File: src/ttw_consts.svh
`ifndef TTW_CONSTS_SVH
`define TTW_CONSTS_SVH

// ----------------------------------------------------------------
// Window register layout
// ----------------------------------------------------------------
`define TTW_WIN_LA_BASE_HI   31
`define TTW_WIN_LA_BASE_LO   24
`define TTW_WIN_LA_MASK_HI   23
`define TTW_WIN_LA_MASK_LO   16
`define TTW_WIN_ENABLE_BIT   15
`define TTW_WIN_CBLOCK_BIT   10
`define TTW_WIN_DIR_BIT      9
`define TTW_WIN_DIRIGN_BIT   8
`define TTW_WIN_FUNCTION_CODE_MATCH_HI   6
`define TTW_WIN_FUNCTION_CODE_MATCH_LO   4
`define TTW_WIN_FUNCTION_CODE_IGNORE_HI   2
`define TTW_WIN_FUNCTION_CODE_IGNORE_LO   0
`define TTW_WIN_WRITE_MASK   32'hFFFF_8777
`define TTW_WIN_RESET        32'h0000_0000

// ----------------------------------------------------------------
// Probe status layout
// ----------------------------------------------------------------
`define TTW_ST_BUSERR_BIT    15
`define TTW_ST_LIMIT_BIT     14
`define TTW_ST_SUPER_BIT     13
`define TTW_ST_WPROT_BIT     11
`define TTW_ST_INVALID_BIT   10
`define TTW_ST_MODIFIED_BIT  9
`define TTW_ST_TRANSP_BIT    6
`define TTW_ST_LEVELS_HI     2
`define TTW_ST_LEVELS_LO     0
`define TTW_ST_WRITE_MASK    16'hEE47
`define TTW_ST_RESET         16'h0000

// ----------------------------------------------------------------
// Timing
// ----------------------------------------------------------------
`define TTW_SYNC_STAGES      2

`endif

File: src/ttw_pkg.sv
package ttw_pkg;

   // Window register, bit for bit
   typedef struct packed {
      logic [7:0] laBase;
      logic [7:0] laMask;
      logic       enable;
      logic [3:0] rsvdA;
      logic       cacheBlock;
      logic       rwDir;
      logic       dirIgnore;
      logic       rsvdB;
      logic [2:0] fcMatch;
      logic       rsvdC;
      logic [2:0] fcIgnore;
   } ttw_window_t;

   // One access or probe looked up against the windows
   typedef struct packed {
      logic [31:0] addr;
      logic [2:0]  fc;
      logic        isRead;
      logic        isRmw;
   } ttw_access_t;

   // Translation cache lookup result for a level-0 probe
   typedef struct packed {
      logic hit;
      logic busErr;
      logic wp;
      logic modified;
   } ttw_cache_t;

   // Table walk summary for a level 1..7 probe
   typedef struct packed {
      logic       busErr;
      logic       limitHit;
      logic       superSeen;
      logic       wpSeen;
      logic       dtInvalid;
      logic       modified;
      logic [2:0] tables;
   } ttw_walk_t;

   typedef enum logic [1:0] {
      TTW_SEL_WIN0,
      TTW_SEL_WIN1,
      TTW_SEL_STATUS,
      TTW_SEL_NONE
   } ttw_reg_sel_t;

   typedef enum logic {
      TTW_PR_IDLE,
      TTW_PR_WALK
   } ttw_probe_state_t;

endpackage

File: src/ttw_probe_status.sv
`timescale 1ns/100ps
`default_nettype none
`include "ttw_consts.svh"

module ttw_probe_status (
   // Clock and reset
   input  wire logic               clk_sys,
   input  wire logic               rst_n,
   input  wire logic               clkEn,
   // Software access
   input  wire logic               swWrite,
   input  wire logic [15:0]        swData,
   // Probe result
   input  wire logic               load,
   input  wire logic               isWalk,
   input  wire logic               fcTop,
   input  wire logic               transpHit,
   input  wire ttw_pkg::ttw_cache_t cacheRes,
   input  wire ttw_pkg::ttw_walk_t  walkRes,
   // Register
   output logic [15:0]             status_q
);

   logic [15:0] status_d;
   logic        stBus;
   logic        stLim;

   always_comb begin
      status_d = `TTW_ST_RESET;
      stBus    = 1'b0;
      stLim    = 1'b0;
      if (isWalk) begin
         stBus = walkRes.busErr;
         stLim = walkRes.limitHit;
         status_d[`TTW_ST_BUSERR_BIT]   = stBus;
         status_d[`TTW_ST_LIMIT_BIT]    = stLim;
         status_d[`TTW_ST_SUPER_BIT]    = walkRes.superSeen & ~fcTop;
         status_d[`TTW_ST_WPROT_BIT]    = walkRes.wpSeen;
         status_d[`TTW_ST_INVALID_BIT]  = walkRes.dtInvalid | stBus | stLim;
         status_d[`TTW_ST_MODIFIED_BIT] = walkRes.modified;
         status_d[`TTW_ST_LEVELS_HI:`TTW_ST_LEVELS_LO] = walkRes.tables;
      end else if (transpHit) begin
         status_d[`TTW_ST_TRANSP_BIT] = 1'b1;
      end else begin
         status_d[`TTW_ST_BUSERR_BIT]   = cacheRes.hit & cacheRes.busErr;
         status_d[`TTW_ST_WPROT_BIT]    = cacheRes.hit & cacheRes.wp;
         status_d[`TTW_ST_INVALID_BIT]  = ~cacheRes.hit | cacheRes.busErr;
         status_d[`TTW_ST_MODIFIED_BIT] = cacheRes.hit & cacheRes.modified;
      end
   end

   // Probe load wins over a software write in the same cycle
   always_ff @(posedge clk_sys or negedge rst_n) begin
      if (!rst_n) begin
         status_q <= `TTW_ST_RESET;
      end else if (clkEn) begin
         if (load) begin
            status_q <= status_d;
         end else if (swWrite) begin
            status_q <= swData & `TTW_ST_WRITE_MASK;
         end
      end
   end
endmodule

`default_nettype wire

File: src/ttw_top.sv
`timescale 1ns/100ps
`default_nettype none
`include "ttw_consts.svh"

module ttw_top (
   // Clock and reset
   input  wire logic                  clk_sys,
   input  wire logic                  rst_n,
   input  wire logic                  clkEn,
   // Register move port
   input  wire logic                  regWrEn,
   input  wire logic                  regRdEn,
   input  wire ttw_pkg::ttw_reg_sel_t regSel,
   input  wire logic [31:0]           regWrData,
   output logic [31:0]                regRdData,
   output logic                       regRdValid,
   // Core access lookup
   input  wire logic                  accValid,
   input  wire ttw_pkg::ttw_access_t  acc,
   input  wire logic                  tcEnable,
   input  wire logic                  translationDisablePin,
   output logic                       transparent,
   output logic [31:0]                physAddr,
   output logic                       protCheckEn,
   output logic                       translateEn,
   output logic                       cacheFillOk,
   output logic                       externalCacheBlockOut_n,
   // Translation probe
   input  wire logic                  probeReq,
   input  wire logic [2:0]            probeLevel,
   input  wire ttw_pkg::ttw_access_t  probeAcc,
   input  wire ttw_pkg::ttw_cache_t   cacheRes,
   output logic                       walkReq,
   input  wire logic                  walkDone,
   input  wire ttw_pkg::ttw_walk_t    walkRes,
   output logic                       probeBusy
);

   // ----------------------------------------------------------------
   // Window registers
   // ----------------------------------------------------------------
   ttw_pkg::ttw_window_t win_q [2];
   ttw_pkg::ttw_access_t look  [4];
   logic [3:0]           winHit;
   logic [3:0]           winBlock;

   always_ff @(posedge clk_sys or negedge rst_n) begin
      if (!rst_n) begin
         win_q[0] <= `TTW_WIN_RESET;
         win_q[1] <= `TTW_WIN_RESET;
      end else if (clkEn && regWrEn) begin
         if (regSel == ttw_pkg::TTW_SEL_WIN0) begin
            win_q[0] <= regWrData & `TTW_WIN_WRITE_MASK;
         end
         if (regSel == ttw_pkg::TTW_SEL_WIN1) begin
            win_q[1] <= regWrData & `TTW_WIN_WRITE_MASK;
         end
      end
   end

   // ----------------------------------------------------------------
   // Window matching: entries 0,1 core access, 2,3 probe
   // ----------------------------------------------------------------
   assign look[0] = acc;
   assign look[1] = acc;
   assign look[2] = probeAcc;
   assign look[3] = probeAcc;

   genvar gi;
   generate
      for (gi = 0; gi < 4; gi++) begin : g_match
         ttw_window_match u_match (
            .win        (win_q[gi % 2]),
            .acc        (look[gi]),
            .hit        (winHit[gi]),
            .cacheBlock (winBlock[gi])
         );
      end
   endgenerate

   // ----------------------------------------------------------------
   // Disable pin synchroniser
   // ----------------------------------------------------------------
   logic disMeta_q;
   logic disSync_q;

   always_ff @(posedge clk_sys or negedge rst_n) begin
      if (!rst_n) begin
         disMeta_q <= 1'b0;
         disSync_q <= 1'b0;
      end else if (clkEn) begin
         disMeta_q <= translationDisablePin;
         disSync_q <= disMeta_q;
      end
   end

   // ----------------------------------------------------------------
   // Core access result, same cycle as lookup
   // ----------------------------------------------------------------
   logic accBlock;

   assign transparent  = accValid & (winHit[0] | winHit[1]);
   assign accBlock     = accValid & (winBlock[0] | winBlock[1]);
   assign physAddr     = acc.addr;
   assign protCheckEn  = accValid & ~transparent;
   assign translateEn  = accValid & tcEnable & ~disSync_q & ~transparent;
   assign cacheFillOk  = accValid & ~accBlock;
   assign externalCacheBlockOut_n = ~accBlock;

   // ----------------------------------------------------------------
   // Probe sequencing
   // ----------------------------------------------------------------
   ttw_pkg::ttw_probe_state_t state_q;
   ttw_pkg::ttw_probe_state_t state_d;
   logic [2:0]                pendFc_q;
   logic                      stLoad;
   logic                      stWalk;
   logic                      probeTransp;
   logic [15:0]               status_q;

   always_comb begin
      state_d = state_q;
      stLoad  = 1'b0;
      stWalk  = 1'b0;
      case (state_q)
         ttw_pkg::TTW_PR_IDLE: begin
            if (probeReq && probeLevel == 3'h0) begin
               stLoad = 1'b1;
            end else if (probeReq) begin
               state_d = ttw_pkg::TTW_PR_WALK;
            end
         end
         ttw_pkg::TTW_PR_WALK: begin
            stWalk = 1'b1;
            if (walkDone) begin
               stLoad  = 1'b1;
               state_d = ttw_pkg::TTW_PR_IDLE;
            end
         end
         default: begin
            state_d = ttw_pkg::TTW_PR_IDLE;
         end
      endcase
   end

   always_ff @(posedge clk_sys or negedge rst_n) begin
      if (!rst_n) begin
         state_q <= ttw_pkg::TTW_PR_IDLE;
      end else if (clkEn) begin
         state_q <= state_d;
      end
   end

   always_ff @(posedge clk_sys or negedge rst_n) begin
      if (!rst_n) begin
         pendFc_q <= 3'h0;
      end else if (clkEn && probeReq && state_q == ttw_pkg::TTW_PR_IDLE) begin
         pendFc_q <= probeAcc.fc;
      end
   end

   assign walkReq     = state_q == ttw_pkg::TTW_PR_WALK;
   assign probeBusy   = walkReq;
   assign probeTransp = winHit[2] | winHit[3];

   // Cache result is only read here; no cache update path exists
   ttw_probe_status u_status (
      .clk_sys   (clk_sys),
      .rst_n     (rst_n),
      .clkEn     (clkEn),
      .swWrite   (regWrEn && regSel == ttw_pkg::TTW_SEL_STATUS),
      .swData    (regWrData[15:0]),
      .load      (stLoad),
      .isWalk    (stWalk),
      .fcTop     (pendFc_q[2]),
      .transpHit (probeTransp),
      .cacheRes  (cacheRes),
      .walkRes   (walkRes),
      .status_q  (status_q)
   );

   // ----------------------------------------------------------------
   // Register read port
   // ----------------------------------------------------------------
   always_ff @(posedge clk_sys or negedge rst_n) begin
      if (!rst_n) begin
         regRdData  <= 32'h0000_0000;
         regRdValid <= 1'b0;
      end else if (clkEn) begin
         regRdValid <= regRdEn;
         if (regRdEn) begin
            case (regSel)
               ttw_pkg::TTW_SEL_WIN0:   regRdData <= win_q[0];
               ttw_pkg::TTW_SEL_WIN1:   regRdData <= win_q[1];
               ttw_pkg::TTW_SEL_STATUS: regRdData <= {16'h0000, status_q};
               default:                 regRdData <= 32'h0000_0000;
            endcase
         end
      end
   end
endmodule

`default_nettype wire

File: src/ttw_window_match.sv
`timescale 1ns/100ps
`default_nettype none

module ttw_window_match (
   // Window and lookup
   input  wire ttw_pkg::ttw_window_t win,
   input  wire ttw_pkg::ttw_access_t acc,
   // Result
   output logic                      hit,
   output logic                      cacheBlock
);

   logic laOk;
   logic fcOk;
   logic dirOk;

   assign laOk  = ((win.laBase ^ acc.addr[31:24]) & ~win.laMask) == 8'h00;
   assign fcOk  = ((win.fcMatch ^ acc.fc) & ~win.fcIgnore) == 3'h0;
   assign dirOk = win.dirIgnore
                  | (!acc.isRmw && (acc.isRead == win.rwDir));
   assign hit        = win.enable & laOk & fcOk & dirOk;
   assign cacheBlock = hit & win.cacheBlock;

endmodule

`default_nettype wire
File: config.mk
export PLATFORM = sky130hd
export DESIGN_NAME = ttw_top
export DESIGN_NICKNAME = d
export VERILOG_FILES = /design/src/ttw_pkg.sv /design/src/ttw_probe_status.sv /design/src/ttw_top.sv /design/src/ttw_window_match.sv
export VERILOG_INCLUDE_DIRS = /design/src
export SDC_FILE = /design/constraint.sdc
export NUM_CORES = 1
export LEC_CHECK = 0
export ABC_CLOCK_PERIOD_IN_PS = 2009
export BUFFER_PORTS_ARGS = -buffer_cell sky130_fd_sc_hd__clkbuf_2
export CORE_ASPECT_RATIO = 0.6
export CORE_MARGIN = 4
export CORE_UTILIZATION = 49
export CTS_CLUSTER_DIAMETER = 50
export DETAILED_ROUTE_END_ITERATION = 7
export PLACE_DENSITY = 0.81
export SYNTH_ARGS = -nofsm -noshare
export SYNTH_HDL_FRONTEND = slang
export SYNTH_SLANG_ARGS = --single-unit
File: constraint.sdc
create_clock -name clk_sys -period 2.01 [get_ports clk_sys]
set_input_delay 0.3015 -clock clk_sys [delete_from_list [all_inputs] [get_ports clk_sys]]
set_output_delay 0.3015 -clock clk_sys [all_outputs]
set_load 0.01 [all_outputs]
==> metrics.md, run 1 <==
| Metric | Value |
|---|---|
| Outcome | `complete, but fails checks` |
| Failing checks | `negative hold slack, negative setup slack` |
| #FFs+latches synth | `96` |
| Setup Slack @ Placement | `between 0.04 and 0.05 ns` |
| Ant diodes | `0` |
| Share of cells above drive strength 1 | `0.439` |
| Nets | `730` |
| Total power | `between 0.006 and 0.007 W` |
| Longest Clk Path Bufs | `2` |
| Internal Pwr Total | `approximately 0.0042 W` |
| Fin Clk Skew | `slightly above 0.009 ns` |
| Mapped Cells | `478` |
| Syn_area_per_cell | `10.8 um^2` |
| Area of the multi-input gates | `2540 um^2` |
| First-pass GRT wire length | `roughly 23000 um` |
| Inserted Clock Buffers | `9` |
| CP Launch Type | `register` |
| All-Layer GR Usage | `0.249` |
| Root Driver | `clkbuf_16` |
| Clock network power share | `0.258` |
| Overall overflow remaining after global route | `0` |
| Initial Util | `0.512` |
| Switch share | `0.333` |
| Final Wtd Congestion | `between 0.9 and 1` |
| Critical path type | `reg -> out` |
| First DRT Iteration DRCs | `223` |
| Slew Limit Fails | `0` |
| Std cell rows | `28` |
| R2R setup slack | `0.22 ns` |
| DRT antenna net count | `0` |
| Worst-path clk slew | `0.07 ns` |
| Arr. time, crit path | `roughly 1.9 ns` |
| Final Hold Vio Count | `4` |
| CP Capture Type | `output port` |
| Ys Warns | `0` |
| RSZ-0062 raised after global routing | `yes` |
| Max-cap violations | `0` |
| VDD IR max | `0.000635 V` |
| Drt pass-1 iters | `5` |
| Die X | `approximately 140 um` |
| PwrDens | `~1000 nW/um^2` |
| FF/Latch Area | `2400 um^2` |
| CP required | `about 1.7 ns` |
| Number of distinct library cells after synthesis | `40` |
| Reg2reg end | `u_status.status_q[11]` |
| Pin count of the biggest net entering global routing | `97` |
| Leak | `between 2 and 3 nW` |
| DRC | `0` |
| CTS Sinks | `96` |
| Hold WS | `-0.0152 ns` |
| I/O Pins | `approximately 210` |
| Least-Margin Pin Slew | `slightly above 0.5 ns` |
| Die Span Y | `between 80 and 90 um` |
| Worst reg2reg path depth | `6` |
| Clk_lat worst skew | `roughly 0.35 ns` |
| Main synth FF type | `dfrtp_1` |
| PortBufs | `127` |
| Number of flops mapped to enable cells by yosys | `0` |
| Fmax | `between 0.4 and 0.5 GHz` |
| Initial antenna violation count | `0` |
| Share of power burned in registers | `0.439` |
| Vias in the first global route | `4188` |
| Fillers | `a little over 800` |
| Vias | `~4200` |
| Die area | `about 12000 um^2` |
| Register area share after synthesis | `0.467` |
| Post-DP HPWL | `11400 um` |
| Final period util | `1.09` |
| Min Clock Period, post-route | `roughly 2.2 ns` |
| Drt via density | `5.69` |
| Core box area | `between 10000 and 15000 um^2` |
| CP Max Fanout | `3` |
| Final WS setup | `-0.174 ns` |
| Async S/R FF share, synth | `1.00` |
| Reg-to-Reg Start | `win_q[27]` |
| Routed wire per std cell | `around 20 um` |
| Combinational share of power | `0.302` |
| Mapped cell area | `a little over 5000 um^2` |
| H-tree levels | `3` |
| Slew HR | `0.655` |
| Hold crit path type | `in -> async` |
| CTS tree | `yes` |
| Endpoints failing setup | `5` |
| Non-Filler Instances | `about 740` |
| DP Cell Count | `~710` |
| Final WL | `between 10000 and 15000 um` |
| Psw | `0.00209 W` |
| Area Growth Syn to Fin | `22.8%` |
-- state kept, by name, indices dropped and copies added (netlist names) --
name and cells:
disMeta_q 1, disSync_q 1, pendFc_q 1, probeBusy 1, regRdData 29, regRdValid 1
u_status.status_q 10, win_q 52
-- worst max path at each step --
stage                         start          end  slack [ns]
after floorplan           win_q[38]  translateEn        0.31
after global placement      acc[35]  transparent        0.11
after detailed placement    acc[35]  transparent        0.05
after CTS                 win_q[56]  transparent       -0.16
after global routing      win_q[25]  transparent       -0.26
final                     win_q[25]  transparent       -0.17
-- power groups by stage --
| stage | Combinational, W | Sequential, W | Clock (W) |
|---|---|---|---|
| 2_1_floorplan | 0.00100 | 0.00271 | 0 |
| 3_3_place_gp | 0.00157 | 0.00274 | 0 |
| 3_5_place_dp | 0.00161 | 0.00278 | 0 |
| 4_1_cts | 0.00178 | 0.00272 | 0.00165 |
| 5_1_grt | 0.00206 | 0.00280 | 0.00174 |
| 6_report | 0.00190 | 0.00276 | 0.00162 |
-- placed cells by master, fill, tap and decap left out, drive strengths merged, types with 4 or more instances in the layout --
| cell type | instances |
|---|---|
| nand2 | 41 |
| o31ai | 4 |
| dfrtp | 96 |
| a22o | 5 |
| mux2i | 29 |
| mux2 | 54 |
| o22ai | 21 |
| buf | 39 |
| xnor2 | 48 |
| inv | 6 |
| nor3 | 6 |
| o21ai | 44 |
| nor2 | 13 |
| nor4 | 4 |
| nand3 | 4 |
| a31oi | 5 |
| and3 | 7 |
| a21oi | 15 |
| clkbuf | 133 |
-- synth_stat cells, types with 2 or more instances --
library cell  instances  area [um^2]
a21o_1                2         15.0
a21oi_1              15         75.1
a22o_1                5         43.8
a31oi_1               5         31.3
and2_1                2         12.5
and3_1                6         37.5
buf_2                 7         35.0
buf_4                38          285
clkbuf_1              9         33.8
dfrtp_1              96         2400
inv_1                 5         18.8
mux2_2               54          608
mux2i_1              29          290
nand2_1              40          150
nand2b_1              3         18.8
nand3_1               4         20.0
nor2_1               13         48.8
nor2b_1               2         12.5
nor3_1                5         25.0
nor3b_1               3         22.5
nor4_1                4         25.0
o21ai_0              43          215
o22ai_1              21          131
o31ai_1               4         30.0
xnor2_1              48          420
-- layout make-up --
| class | count | area share |
|---|---|---|
| Multi-Input combinational cell | 323 | 0.402 |
| Sequential cell | 96 | 0.380 |
| Timing Repair Buffer | 161 | 0.143 |
| Clock buffer | 11 | 0.0384 |
| Tap cell | 135 | 0.0267 |
| Clock inverter | 5 | 0.00634 |
| Inverter | 5 | 0.00297 |
-- routing by layer --
layer | up-vias | part of all wire | GRT usage
li1 | 1888 | - | -
met1 | 2075 | 0.48 | 0.371
met2 | 199 | 0.42 | 0.357
met3 | 24 | 0.083 | 0.0724
met4 | 0 | 0.012 | 0.0616
met5 | - | 0 | 0
-- cell families after synthesis --
kind of cell | after synthesis | share of synthesized area
compound gates | 99 | 0.113
simple gates | 90 | 0.0876
other cells | 1 | 0.000729
xor+xnor | 48 | 0.0817
buf+inv | 61 | 0.0754
mux | 83 | 0.175
flops | 96 | 0.467
-- worst max-delay path: stages (launching register included) --
cell and delay, ns:
dfrtp_1 0.40, xnor2_1 0.24, o22ai_2 0.15, nor4_4 0.29
and2_4 0.21, o21a_1 0.12, buf_2 0.12
-- timing repair --
action | CTS | global route
hold buffers | 0 | 0
endpoints found under the setup margin | 5 | 5
buffers inserted | 11 | 1
resized for setup | 14 | 22
pin swaps | 14 | 16
-- per-stage QoR --
stage	utilization	cell area (um^2)	hold WS (ns)	TNS [ns]
global placement	0.574	5770	0.383	0
finish	0.628	6320	-0.0152	-0.754
global route	0.628	6320	0.0438	-1.16
detailed placement	0.574	5770	0.392	0
CTS	0.617	6210	0.0209	-0.619
floorplan	-	5150	0.00591	0
No activity file was read; power rests on OpenSTA's default activity.
==> run 2: changes to the inputs <==
CORE_MARGIN = default   (was 4)
==> metrics.md, run 2 (synthesized netlist as in run 1, its figures left out) <==
| Metric | Value |
|---|---|
| Outcome | `complete, but fails checks` |
| Failing checks | `negative setup slack` |
| Initial antenna violation count | `0 (unchanged)` |
| Drt pass-1 iters | `5 (unchanged)` |
| CP required | `1.71 ns (about the same)` |
| All-Layer GR Usage | `0.276 (+0.0264)` |
| CP Capture Type | `output port` |
| Post-DP HPWL | `11200 um (-1.8%)` |
| Setup TNS | `-0.715 ns (+0.0392 ns)` |
| CTS tree | `yes` |
| Share of cells above drive strength 1 | `0.435 (-0.00434)` |
| Max-cap violations | `0 (unchanged)` |
| Initial Util | `0.513 (+0.00179)` |
| Longest Clk Path Bufs | `2 (unchanged)` |
| Overall overflow remaining after global route | `0 (unchanged)` |
| Vias in the first global route | `4090 (-2.3%)` |
| Final period util | `1.08 (-0.00424)` |
| Root Driver | `clkbuf_16` |
| Fmax | `0.460 GHz (+0.39%)` |
| Slew HR | `0.664 (+0.00873)` |
| Core box area | `10000 um^2 (-0.35%)` |
| Total power | `0.00621 W (-1.1%)` |
| Reg-to-Reg Start | `win_q[37]` |
| Nets | `737 (+0.96%)` |
| Min-Delay Path Depth | `2` |
| Most common cell after layout, fill and taps aside | `clkbuf_2` |
| Final Hold Vio Count | `0 (-4)` |
| Endpoints failing setup | `5 (unchanged)` |
| Routed wire per std cell | `19.3 um (-4.8%)` |
| Die area | `10900 um^2 (-11%)` |
| Arr. time, crit path | `1.87 ns (about the same)` |
| Most flops, register | `win_q` |
| Largest stage delay on the critical path | `0.41 ns (about the same)` |
| Max reg flops | `52 (unchanged)` |
| Final WS setup | `-0.166 ns (+0.00852 ns)` |
| Leak | `2.99 nW (+0.40%)` |
| VDD IR max | `0.000597 V (-6.1%)` |
| Pin count of the biggest net entering global routing | `63 (-35%)` |
| Hold crit path type | `in -> reg` |
| Most frequent cells in the layout | `124 x clkbuf_2, 93 x dfrtp_1, 54 x mux2_2` |
| Least-Margin Pin Slew | `0.490 ns (-0.0271 ns)` |
| DRC | `0 (unchanged)` |
| Worst Hold End | `disMeta_q` |
| RSZ-0062 raised after global routing | `yes` |
| CP Max Fanout | `3 (unchanged)` |
| I/O Pins | `206 (unchanged)` |
| H-tree levels | `3 (unchanged)` |
| Critical path type | `reg -> out` |
| Worst path bufs/invs | `1 (unchanged)` |
| Clk_lat worst skew | `0.35 ns (about the same)` |
| Vias | `4228 (+1.0%)` |
| PwrDens | `985 nW/um^2 (-0.84%)` |
| Slew Limit Fails | `0 (unchanged)` |
| Final Wtd Congestion | `0.908 (-0.49%)` |
| Fillers | `839 (+2.7%)` |
| Reg2reg end | `u_status.status_q[9]` |
| Die X | `134 um (-4.3%)` |
| CP Launch Type | `register` |
| Fin Clk Skew | `0.00550 ns (-0.00362 ns)` |
| Worst reg2reg path depth | `6 (unchanged)` |
| PortBufs | `127 (unchanged)` |
| Family with the most delay on the worst path | `simple AND/OR/NAND/NOR gates` |
| Min Clock Period, post-route | `2.18 ns (-0.00852 ns)` |
| R2R setup slack | `0.18 ns (-0.04 ns)` |
| First-pass GRT wire length | `21900 um (-5.7%)` |
| CP Cell Sequence | `xnor2_2, o22ai_1, nor4_2, and2_4, o21a_1, buf_2` |
| Hold WS | `0.190 ns (+0.205 ns)` |
| Biggest regs | `win_q x52, regRdData x29, u_status.status_q x10` |
| WP depth | `6 (unchanged)` |
| Final WL | `14400 um (-4.0%)` |
| Cell Area, Placed | `5800 um^2 (+0.52%)` |
| Inserted Clock Buffers | `9 (unchanged)` |
| Drt via density | `5.70 (+0.19%)` |
| Std cell rows | `28 (unchanged)` |
| Slowest CP cell | `dfrtp_1` |
| Die Span Y | `81.4 um (-6.9%)` |
| Area Growth Syn to Fin | `22.5%` |
| Hold path startpoint | `translationDisablePin` |
| Ant diodes | `0 (unchanged)` |
| Worst-path clk slew | `0.06 ns (about the same)` |
| Design area | `6300 um^2 (-0.22%)` |
| CTS Sinks | `96 (unchanged)` |
| First DRT Iteration DRCs | `365 (+64%)` |
| DRT antenna net count | `0 (unchanged)` |
## run 2: how the worst max path moves through the flow
stage	end	startpoint	slack, ns
4_1_cts	transparent	win_q[56]	-0.13
3_5_place_dp	transparent	acc[3]	0.09
3_3_place_gp	transparent	acc[3]	0.1
6_report	transparent	win_q[5]	-0.17
5_1_grt	externalCacheBlockOut_n	win_q[5]	-0.19
2_1_floorplan	translateEn	win_q[38]	0.31
## run 2: layout make-up
type | count | area, um^2 | area share
Tap cell | 135 | 169 | 0.0268
Multi-Input combinational cell | 323 | 2480 | 0.393
Clock buffer | 11 | 243 | 0.0385
Sequential cell | 96 | 2410 | 0.382
Timing Repair Buffer | 168 | 961 | 0.152
Inverter | 5 | 18.8 | 0.00298
Clock inverter | 4 | 31.3 | 0.00496
## run 2: what timing repair did
item | CTS | global route
endpoints found under the setup margin | 5 | 5
resized for setup | 18 | 8
pin swaps | 17 | 10
endpoints found under the hold margin | 34 | 0
buffers inserted | 11 | 3
hold buffers | 1 | 0
## run 2: power by group
group	switching [W]	internal, W
Combinational	0.000910	0.000953
Sequential	0.000397	0.00235
Clock	0.000733	0.000868
## run 2: metal layers
layer / wire (um) / track usage
met5: 0 / 0
met1: 6630 / 0.395
met4: 193 / 0.0809
met3: 1240 / 0.0749
met2: 6300 / 0.408
## run 2: metrics by stage
stage / setup WS [ns] / instances / util
floorplan: 0.312 / 480 / -
global placement: 0.0951 / 712 / 0.579
detailed placement: 0.0911 / 712 / 0.579
CTS: -0.130 / 739 / 0.624
global route: -0.195 / 742 / 0.629
finish: -0.166 / 742 / 0.629
